### src/inc/ext_int_pkg.sv
// Package: register map, field positions and carrier types for the pin interrupt block
package ext_int_pkg;
  localparam int ADDR_W = 8;
  localparam int DATA_W = 32;
  localparam int KEY_PINS = 8;
  // Register byte addresses
  localparam logic [ADDR_W-1:0] FIRST_CTRL_ADDR = 8'h18;
  localparam logic [ADDR_W-1:0] EXT_INT_B_STATUS_CONTROL_ADDR = 8'h1C;
  localparam logic [ADDR_W-1:0] KEY_STATUS_CONTROL_ADDR = 8'h20;
  localparam logic [ADDR_W-1:0] KEY_PIN_ENABLES_ADDR = 8'h24;
  // Field positions of the three status/control registers; PULLUP_DIS_BIT is used by the second only
  localparam int PULLUP_DIS_BIT = 6;
  localparam int PEND_BIT = 3;
  localparam int ACK_BIT = 2;
  localparam int MASK_BIT = 1;
  localparam int MODE_BIT = 0;
  // Reset values
  localparam logic CTRL_BIT_RST = 1'b0;
  localparam logic [KEY_PINS-1:0] KEY_EN_RST = 8'h00;
  localparam logic [DATA_W-1:0] DATA_ZERO = 32'h0000_0000;
  // Keyboard vector location
  localparam logic [15:0] KEY_VECTOR_ADDR = 16'hFFE0;
  localparam logic [15:0] NO_VECTOR = 16'h0000;
  typedef struct packed {
    logic mask;
    logic mode;
  } sense_ctrl_t;
  localparam sense_ctrl_t SENSE_CTRL_RST = '{mask: CTRL_BIT_RST, mode: CTRL_BIT_RST};
endpackage : ext_int_pkg

### src/logic/ext_pin_interrupts.sv
// External pin interrupts: two general pins and an eight-pin keyboard group behind APB
//
// Contract
// - First pin mask bit set blocks its requests; reset clears mask.
// - First pin sense bit: 1 edge plus low level, 0 edge only.
// - Second pin status/control register at 0x1C, unused bits read zero.
// - Bit 6 set disables the port C bit 0 pull-up; reset keeps it on.
// - Bit 3 is read-only and shows the second pin's pending request.
// - Writing 1 to bit 2 clears second latch; bit reads zero.
// - Bit 1 masks second pin requests; reset clears it.
// - Bit 0 selects second pin edge-and-level when 1, edge-only when 0.
// - Each keyboard pin has its own enable bit.
// - An enabled keyboard pin also has its pull-up switched on.
// - Latch keyboard request when enabled pins go low after all were high.
// - One keyboard sense bit selects edge-only or edge-and-level for all pins.
// - Edge-only: no new request while another enabled pin is low.
// - Edge-and-level: request stays while any enabled pin is low.
// - Edge-and-level: clear needs acknowledge and all enabled pins high.
// - Vector fetch or software acknowledge bit clears the keyboard request.
// - Falling edge after software acknowledge latches a new request.
// - Unmasked keyboard request presents vector location FFE0/FFE1 to the CPU.
// - Acknowledge and pins-high may happen in either order.
//
// Decided for this implementation: the APB interface to the registers.
`timescale 1ns/1ps
module ext_pin_interrupts
  import ext_int_pkg::*;
(
  input wire logic CLK,
  input wire logic RESET,
  input wire logic PSEL,
  input wire logic PENABLE,
  input wire logic PWRITE,
  input wire logic [ADDR_W-1:0] PADDR,
  input wire logic [DATA_W-1:0] PWDATA,
  output logic [DATA_W-1:0] PRDATA,
  output logic PREADY,
  output logic PSLVERR,
  input wire logic FIRST_EXT_INT_PIN_N,
  input wire logic SECOND_EXT_INT_PIN_N,
  input wire logic [KEY_PINS-1:0] KEY_PINS_N,
  input wire logic FIRST_VEC_FETCH,
  input wire logic SECOND_VEC_FETCH,
  input wire logic KEY_VEC_FETCH,
  output logic FIRST_IRQ,
  output logic SECOND_IRQ,
  output logic KEY_IRQ,
  output logic [15:0] KEY_VECTOR,
  output logic PORT_C_BIT0_PULLUP_EN,
  output logic [KEY_PINS-1:0] KEY_PULLUP_EN
);
  localparam int SYNC_W = KEY_PINS + 2;

  // Synchroniser; the first stage is read only by the second
  logic [SYNC_W-1:0] sync1_reg;
  logic [SYNC_W-1:0] sync2_reg;

  always_ff @(posedge CLK or posedge RESET) begin
    if (RESET) begin
      sync1_reg <= '1;
      sync2_reg <= '1;
    end else begin
      sync1_reg <= {KEY_PINS_N, SECOND_EXT_INT_PIN_N, FIRST_EXT_INT_PIN_N};
      sync2_reg <= sync1_reg;
    end
  end

  wire logic first_pin_n = sync2_reg[0];
  wire logic second_pin_n = sync2_reg[1];
  wire logic [KEY_PINS-1:0] key_pins_n = sync2_reg[SYNC_W-1:2];

  // Control registers
  sense_ctrl_t first_ctrl_reg;
  sense_ctrl_t second_ctrl_reg;
  sense_ctrl_t key_ctrl_reg;
  logic second_pin_pullup_disable_reg;
  logic [KEY_PINS-1:0] key_pin_enables_reg;

  // APB slave: one wait state, answer in the second access cycle
  logic pready_reg;
  logic pslverr_reg;
  logic [DATA_W-1:0] prdata_reg;

  wire logic access = PSEL & PENABLE;
  wire logic first_access = access & ~pready_reg;
  wire logic commit = access & pready_reg;
  wire logic wr_commit = commit & PWRITE;
  wire logic sel_first = PADDR == FIRST_CTRL_ADDR;
  wire logic sel_second = PADDR == EXT_INT_B_STATUS_CONTROL_ADDR;
  wire logic sel_key_sc = PADDR == KEY_STATUS_CONTROL_ADDR;
  wire logic sel_key_en = PADDR == KEY_PIN_ENABLES_ADDR;
  wire logic mapped = sel_first | sel_second | sel_key_sc | sel_key_en;

  wire logic wr_first = wr_commit & sel_first;
  wire logic wr_second = wr_commit & sel_second;
  wire logic wr_key_sc = wr_commit & sel_key_sc;
  wire logic wr_key_en = wr_commit & sel_key_en;
  wire logic wdata_ack = PWDATA[ACK_BIT];

  // Acknowledges from vector fetch or a software write of 1
  wire logic first_ack = FIRST_VEC_FETCH | (wr_first & wdata_ack);
  wire logic second_ack = SECOND_VEC_FETCH | (wr_second & wdata_ack);
  wire logic key_ack = KEY_VEC_FETCH | (wr_key_sc & wdata_ack);

  logic first_pend;
  logic second_pend;
  logic key_pend;

  pin_request_latch u_first (
    .clk(CLK),
    .reset(RESET),
    .pin_n(first_pin_n),
    .mode(first_ctrl_reg.mode),
    .ack(first_ack),
    .pending(first_pend)
  );

  pin_request_latch u_second (
    .clk(CLK),
    .reset(RESET),
    .pin_n(second_pin_n),
    .mode(second_ctrl_reg.mode),
    .ack(second_ack),
    .pending(second_pend)
  );

  key_request_latch u_key (
    .clk(CLK),
    .reset(RESET),
    .pins_n(key_pins_n),
    .enables(key_pin_enables_reg),
    .mode(key_ctrl_reg.mode),
    .ack(key_ack),
    .pending(key_pend)
  );

  // Status/control read images; acknowledge bits always read zero
  logic [DATA_W-1:0] first_image;
  logic [DATA_W-1:0] second_image;
  logic [DATA_W-1:0] key_sc_image;
  logic [DATA_W-1:0] key_en_image;
  logic [DATA_W-1:0] read_mux;

  always_comb begin
    first_image = DATA_ZERO;
    first_image[PEND_BIT] = first_pend;
    first_image[MASK_BIT] = first_ctrl_reg.mask;
    first_image[MODE_BIT] = first_ctrl_reg.mode;
    second_image = DATA_ZERO;
    second_image[PULLUP_DIS_BIT] = second_pin_pullup_disable_reg;
    second_image[PEND_BIT] = second_pend;
    second_image[MASK_BIT] = second_ctrl_reg.mask;
    second_image[MODE_BIT] = second_ctrl_reg.mode;
    key_sc_image = DATA_ZERO;
    key_sc_image[PEND_BIT] = key_pend;
    key_sc_image[MASK_BIT] = key_ctrl_reg.mask;
    key_sc_image[MODE_BIT] = key_ctrl_reg.mode;
    key_en_image = DATA_ZERO;
    key_en_image[KEY_PINS-1:0] = key_pin_enables_reg;
  end

  assign read_mux = sel_first ? first_image :
                    sel_second ? second_image :
                    sel_key_sc ? key_sc_image :
                    sel_key_en ? key_en_image : DATA_ZERO;

  always_ff @(posedge CLK or posedge RESET) begin
    if (RESET) begin
      pready_reg <= 1'b0;
      pslverr_reg <= 1'b0;
      prdata_reg <= DATA_ZERO;
    end else begin
      pready_reg <= first_access;
      pslverr_reg <= first_access & ~mapped;
      if (first_access) begin
        prdata_reg <= PWRITE ? DATA_ZERO : read_mux;
      end
    end
  end

  // Register writes land only at the edge where PREADY is seen high
  always_ff @(posedge CLK or posedge RESET) begin
    if (RESET) begin
      first_ctrl_reg <= SENSE_CTRL_RST;
      second_ctrl_reg <= SENSE_CTRL_RST;
      key_ctrl_reg <= SENSE_CTRL_RST;
      second_pin_pullup_disable_reg <= CTRL_BIT_RST;
      key_pin_enables_reg <= KEY_EN_RST;
    end else begin
      if (wr_first) begin
        first_ctrl_reg <= '{mask: PWDATA[MASK_BIT], mode: PWDATA[MODE_BIT]};
      end
      if (wr_second) begin
        second_ctrl_reg <= '{mask: PWDATA[MASK_BIT], mode: PWDATA[MODE_BIT]};
        second_pin_pullup_disable_reg <= PWDATA[PULLUP_DIS_BIT];
      end
      if (wr_key_sc) begin
        key_ctrl_reg <= '{mask: PWDATA[MASK_BIT], mode: PWDATA[MODE_BIT]};
      end
      if (wr_key_en) begin
        key_pin_enables_reg <= PWDATA[KEY_PINS-1:0];
      end
    end
  end

  // Outputs toward the CPU and the pad cells
  logic first_irq_reg;
  logic second_irq_reg;
  logic key_irq_reg;
  logic [15:0] key_vector_reg;
  logic portc0_pullup_reg;
  logic [KEY_PINS-1:0] key_pullup_reg;

  wire logic key_irq_next = key_pend & ~key_ctrl_reg.mask;

  always_ff @(posedge CLK or posedge RESET) begin
    if (RESET) begin
      first_irq_reg <= 1'b0;
      second_irq_reg <= 1'b0;
      key_irq_reg <= 1'b0;
      key_vector_reg <= NO_VECTOR;
      portc0_pullup_reg <= 1'b1;
      key_pullup_reg <= KEY_EN_RST;
    end else begin
      first_irq_reg <= first_pend & ~first_ctrl_reg.mask;
      second_irq_reg <= second_pend & ~second_ctrl_reg.mask;
      key_irq_reg <= key_irq_next;
      key_vector_reg <= key_irq_next ? KEY_VECTOR_ADDR : NO_VECTOR;
      portc0_pullup_reg <= ~second_pin_pullup_disable_reg;
      key_pullup_reg <= key_pin_enables_reg;
    end
  end

  assign PRDATA = prdata_reg;
  assign PREADY = pready_reg;
  assign PSLVERR = pslverr_reg;
  assign FIRST_IRQ = first_irq_reg;
  assign SECOND_IRQ = second_irq_reg;
  assign KEY_IRQ = key_irq_reg;
  assign KEY_VECTOR = key_vector_reg;
  assign PORT_C_BIT0_PULLUP_EN = portc0_pullup_reg;
  assign KEY_PULLUP_EN = key_pullup_reg;

  // Checks
  wire logic key_low = |(~key_pins_n & key_pin_enables_reg);
endmodule : ext_pin_interrupts

### src/logic/key_request_latch.sv
// Keyboard request latch: any-enabled-pin-low detect with two-step clear
`timescale 1ns/1ps
module key_request_latch
  import ext_int_pkg::*;
(
  input wire logic clk,
  input wire logic reset,
  input wire logic [KEY_PINS-1:0] pins_n,
  input wire logic [KEY_PINS-1:0] enables,
  input wire logic mode,
  input wire logic ack,
  output logic pending
);
  logic any_low_prev_reg;
  logic ack_seen_reg;
  logic pending_reg;
  logic pending_next;
  logic ack_seen_next;
  wire logic any_low = |(~pins_n & enables);
  // Only a change from all-high to some-low counts as an edge
  wire logic fall = any_low & ~any_low_prev_reg;
  wire logic ack_any = ack | ack_seen_reg;
  assign pending_next = fall | (mode & any_low) | (pending_reg & ~ack_any);
  // Remember an early acknowledge until the pins come back high
  assign ack_seen_next = pending_next & ~fall & ack_any;
  assign pending = pending_reg;
  always_ff @(posedge clk or posedge reset) begin
    if (reset) begin
      any_low_prev_reg <= 1'b0;
      ack_seen_reg <= 1'b0;
      pending_reg <= 1'b0;
    end else begin
      any_low_prev_reg <= any_low;
      ack_seen_reg <= ack_seen_next;
      pending_reg <= pending_next;
    end
  end
endmodule : key_request_latch

### src/logic/pin_request_latch.sv
// Request latch for one active-low interrupt pin with edge or edge-and-level sense
`timescale 1ns/1ps
module pin_request_latch
  import ext_int_pkg::*;
(
  input wire logic clk,
  input wire logic reset,
  input wire logic pin_n,
  input wire logic mode,
  input wire logic ack,
  output logic pending
);
  logic prev_reg;
  logic pending_reg;
  logic pending_next;
  wire logic fall = prev_reg & ~pin_n;
  // A new edge, or a held low level in edge-and-level mode, beats an acknowledge in the same cycle
  assign pending_next = fall | (mode & ~pin_n) | (pending_reg & ~ack);
  assign pending = pending_reg;
  always_ff @(posedge clk or posedge reset) begin
    if (reset) begin
      prev_reg <= 1'b1;
      pending_reg <= 1'b0;
    end else begin
      prev_reg <= pin_n;
      pending_reg <= pending_next;
    end
  end
endmodule : pin_request_latch
### config.mk
export PLATFORM = sky130hd
export DESIGN_NAME = ext_pin_interrupts
export DESIGN_NICKNAME = d
export VERILOG_FILES = /design/src/inc/ext_int_pkg.sv /design/src/logic/ext_pin_interrupts.sv /design/src/logic/key_request_latch.sv /design/src/logic/pin_request_latch.sv
export SDC_FILE = /design/constraint.sdc
export NUM_CORES = 1
export LEC_CHECK = 0
export CAP_MARGIN = 20
export CORE_ASPECT_RATIO = 2
export CORE_MARGIN = 1
export CORE_UTILIZATION = 50
export CTS_CLUSTER_DIAMETER = 200
export DETAILED_ROUTE_END_ITERATION = 8
export DONT_BUFFER_PORTS = 1
export MAX_ROUTING_LAYER = met4
export PLACE_DENSITY = 0.72
export SLEW_MARGIN = 25
export SYNTH_ARGS = -nofsm -noshare
export SYNTH_HDL_FRONTEND = slang
export SYNTH_SLANG_ARGS = --single-unit
export TNS_END_PERCENT = 30
### constraint.sdc
create_clock -name CLK -period 3.62 [get_ports CLK]
set_input_delay 0.724 -clock CLK [delete_from_list [all_inputs] [get_ports CLK]]
set_output_delay 0.724 -clock CLK [all_outputs]
set_load 0.02 [all_outputs]
-- Word-level counts from Yosys, hierarchy flattened
Cells that the tools add are included.
- logic and storage cells: 91
- flip-flop bits (word level): 104
- input port bits: 58
- bitwise operators: 54
- equality and inequality tests: 4
- reduce and logical (&&, ||, !) cells: 1
- multiplexer cells: 6
- operator list (operator ; count):
    $mux 8 ; 5
    $and 1x1->1 ; 26
    $eq 8x5->1 const B ; 2
    $eq 8x6->1 const B ; 2
    $mux 16 ; 1
    $not 1->1 ; 13
    $or 1x1->1 ; 13
    $and 8x8->8 ; 1
    $not 8->8 ; 1
    $reduce_or 8->1 ; 1

-- Logic depth before layout (Yosys ltp)
- depth in word-level cells: 12
- gate-level depth with buffers: 5

-- Cells and area by module
A second synthesis with hierarchy kept.
- cell total of the unflattened synthesis: 204
- area total of the unflattened synthesis: 2643.8 µm²
- modules (own cells, without submodules) (module ; cells an instance ; times used ; area an instance (µm²)):
    ext_pin_interrupts ; 171 ; 1 ; 2332.2
    key_request_latch ; 21 ; 1 ; 173.9
    pin_request_latch ; 6 ; 2 ; 68.8

-- Least setup slack after synthesis
No wires, ideal clock.
- path type: input-to-reg
- start: input port PADDR[2]
- end: register first_ctrl_reg[0] in the netlist's numbering
- arrival: 1.922 ns
- stages: 4
- buffers on the path: 1
- data required time: 3.495 ns
- path slack: 1.573 ns
- setup time: 0.125 ns
- cells stage by stage: or3_1 -> buf_2 -> nor4_2 -> mux2_2
- word-level cells in the longest chain between the ends: 2
- RTL lines (item ; RTL line ; text):
    start: declaration ; ext_pin_interrupts.sv:34 ; input wire logic [ADDR_W-1:0] PADDR,
    $eq 8x5->1 ; ext_pin_interrupts.sv:88 ; wire logic sel_first = PADDR == FIRST_CTRL_ADDR;
    $and 1x1->1 ; ext_pin_interrupts.sv:94 ; wire logic wr_first = wr_commit & sel_first;
    end signal: assignment ; ext_pin_interrupts.sv:191 ; first_ctrl_reg <= '{mask: PWDATA[MASK_BIT], mode: PWDATA[MODE_BIT]};
    end: declaration ; ext_pin_interrupts.sv:73 ; sense_ctrl_t first_ctrl_reg;
Every way passes these cells.
A chain may end at the register's enable or synchronous reset.

==> out/metrics.csv <==
stage,metric,value,unit
synthesis,Cell variety after synth,44,
timing,Max Fclk,518,MHz
synthesis,mux share of post-synthesis cell area,0.0616,
timing,final hold slack,0.356,ns
placed_design,port bufs,0,
power,P_leak,0.00128,uW
clocking,clock sink total,64,
clocking,"Clk pin slew, worst setup/hold paths",0.06,ns
synthesis,xor/xnor share of the synthesized area,0,
grt,initial antenna violation count,0,
worst_setup_path,critical path endpoint category,output port,
cells_and_area,Layout fillers,457,
cells_and_area,P&R area growth vs syn,3.25,%
drt,ANT nets after route,0,
drt,DRC violations left,0,
timing,Final Critical Period,1.93,ns
synthesis,Mapped Cells,203,
die,Initial Utilization,0.517,
timing,final setup skew,0.00651,ns
die,Die X-Extent,53.6,um
clocking,CTS Hold Buffers Added,0,
timing,Max Slew Vio Count,0,
clocking,Root Driver,clkbuf_8,
grt,GRT overflow,0,
timing,worst slew pin tran,0.856,ns
job,max-cap viol count,0,
cells_and_area,"commonest cells after routing, fill and taps aside","40 x dfrtp_1, 29 x conb_1, 23 x dfstp_2",
drt,wire per inst,16.8,um
worst_setup_path,Setup crit start kind,flop,
grt,All-Layer GR Usage,0.192,
power,VDD IR max,0.378,mV
cells_and_area,fin cells,262,
grt,largest net degree at the start of global routing,45,
die,I/O pin count,120,
synthesis,Synth Area in Simple Gates,0.102,
placed_design,dpl hpwl,3.26,mm
synthesis,Synth Area in Compound Gates,0.0819,
drt,Via Count,1386,
synthesis,sequential area share after synthesis,0.613,
grt,first-pass GRT wire length,7.07,mm
synthesis,Yosys warnings,0,
die,core footprint,5140,um^2
cells_and_area,ratio of cells with drive above 1 in the final layout,0.309,
cells_and_area,diode count,0,
timing,Setup-failing EPs final,0,
clocking,CTS Buffer Depth,2,
drt,DR vias/cell,5.29,
timing,post-route clock period utilization,0.533,
drt,drt total wl,4.41,mm
synthesis,ys async rst share,1.00,
worst_setup_path,arrival time at the worst endpoint,1.21,ns
synthesis,Synth Flop Type,dfrtp_1,
hold_path,Worst Hold Class,flop to flop,
synthesis,Post-Synth Adder-Cell Area,0,
synthesis,Post-Syn Area per Cell,13.1,um^2
die,full die area,5630,um^2
clocking,H-tree levels,3,
clocking,clk_lat worst skew,0.33,ns
worst_setup_path,Setup Crit Path Kind,flop to output port,
clocking,TritonCTS clock tree,done,
grt,vias in the first global route,1430,
power,Cell Pwr Density,539,nW/um^2
die,Rows,37,
worst_setup_path,required time worst endpoint,2.90,ns
die,Die Ht,105,um
run_status,status,finished clean,
power,Tot Pwr,1480,uW
placed_design,dpl ws,1.40,ns
synthesis,"EDFF count, synth",0,
timing,Slew HR,0.428,
synthesis,largest family of logic cells by synthesized area,buffers and inverters,
synthesis,mapped cell area,2660,um^2
cells_and_area,"most common cell after layout, fill and taps aside",dfrtp_1,
drt,first-iteration detailed-routing DRC count,33,
timing,final hold violations,0,
clocking,Num CTS Buffers,9,
synthesis,synthesis-stage register bit count,64,
cells_and_area,"Net count, final",257,
worst_setup_path,critical-path maximum fanout,12,
placed_design,routability cong.,0.804,
timing,RSZ-0062 raised after global routing,false,
clocking,# resized after CTS,0,
timing,worst setup margin,1.69,ns
timing,setup tns final,0,ns
clocking,Post-CTS Setup Bufs,0,
drt,drt pass-1 iters,4,
placed_design,DP Cell Count,246,
## worst reg2reg max path: cells and delay by family (launching register included)
kind,cells,cell delay (ns)
AND/OR/NAND/NOR,2,0.92
multiplexers,1,0.40
flip-flops,1,0.46
## power breakdown
| group | switching (uW) | total, uW | internal (uW) |
|---|---|---|---|
| Sequential | 32.0 | 779 | 747 |
| Combinational | 56.6 | 68.8 | 12.2 |
| Clock | 257 | 631 | 374 |
## layout make-up
cell class	count	area, um^2	share of cell area
Sequential cell	64	1630	0.595
Multi-Input combinational cell	109	762	0.278
Clock buffer	12	165	0.0602
Tap cell	58	72.6	0.0264
Inverter	14	52.6	0.0191
Clock inverter	4	51.3	0.0187
Timing Repair Buffer	1	7.51	0.00273
## worst paths after layout
| check | startpoint | endpoint | slack, ns | cells after the start |
|---|---|---|---|---|
| max | KEY_VECTOR[14] | KEY_VECTOR[7] | 1.69 | 0 |
| min | sync1_reg[1] | sync2_reg[1] | 0.36 | 0 |
| max reg2reg | PREADY | key_pin_enables_reg[5] | 1.72 | 3 |
| min reg2reg | sync1_reg[1] | sync2_reg[1] | 0.36 | 0 |
| max in group asynchronous | RESET | sync2_reg[5] | 2.32 | 2 |
| min in group asynchronous | RESET | u_first.pending | 0.45 | 1 |
## kinds of logic after synthesis
family / Yosys count
compound gates: 29
other cells: 1
buf+inv: 58
flops: 64
simple gates: 37
mux: 14
## synth_stat cells, types with 2 or more instances
cell	count	area (um^2)
dfrtp_1	41	1030
buf_4	40	300
dfstp_2	23	604
inv_1	14	52.6
mux2_2	11	124
nor2_1	8	30.0
o22ai_1	6	37.5
a22o_1	5	43.8
nand2_1	4	15.0
or3_1	4	25.0
a21oi_1	3	15.0
a32o_1	3	30.0
o21ai_0	3	15.0
a211o_1	2	17.5
a22oi_1	2	15.0
buf_2	2	10.0
mux2_4	2	30.0
nand3b_1	2	15.0
nand4_1	2	12.5
nor4_2	2	25.0
## through the flow
step,cell area [um^2],util
detailed placement,2530,0.492
global route,2750,0.534
finish,2750,0.534
CTS,2750,0.534
floorplan,2760,-
global placement,2530,0.492
## metal layers
metal	global-route usage	vias to the layer above	share of wire
met5	-	-	0
met3	0.0699	11	0.057
li1	-	626	-
met2	0.311	62	0.58
met4	0.120	0	0.028
met1	0.183	687	0.33
Power figures use the tool's default switching activity.
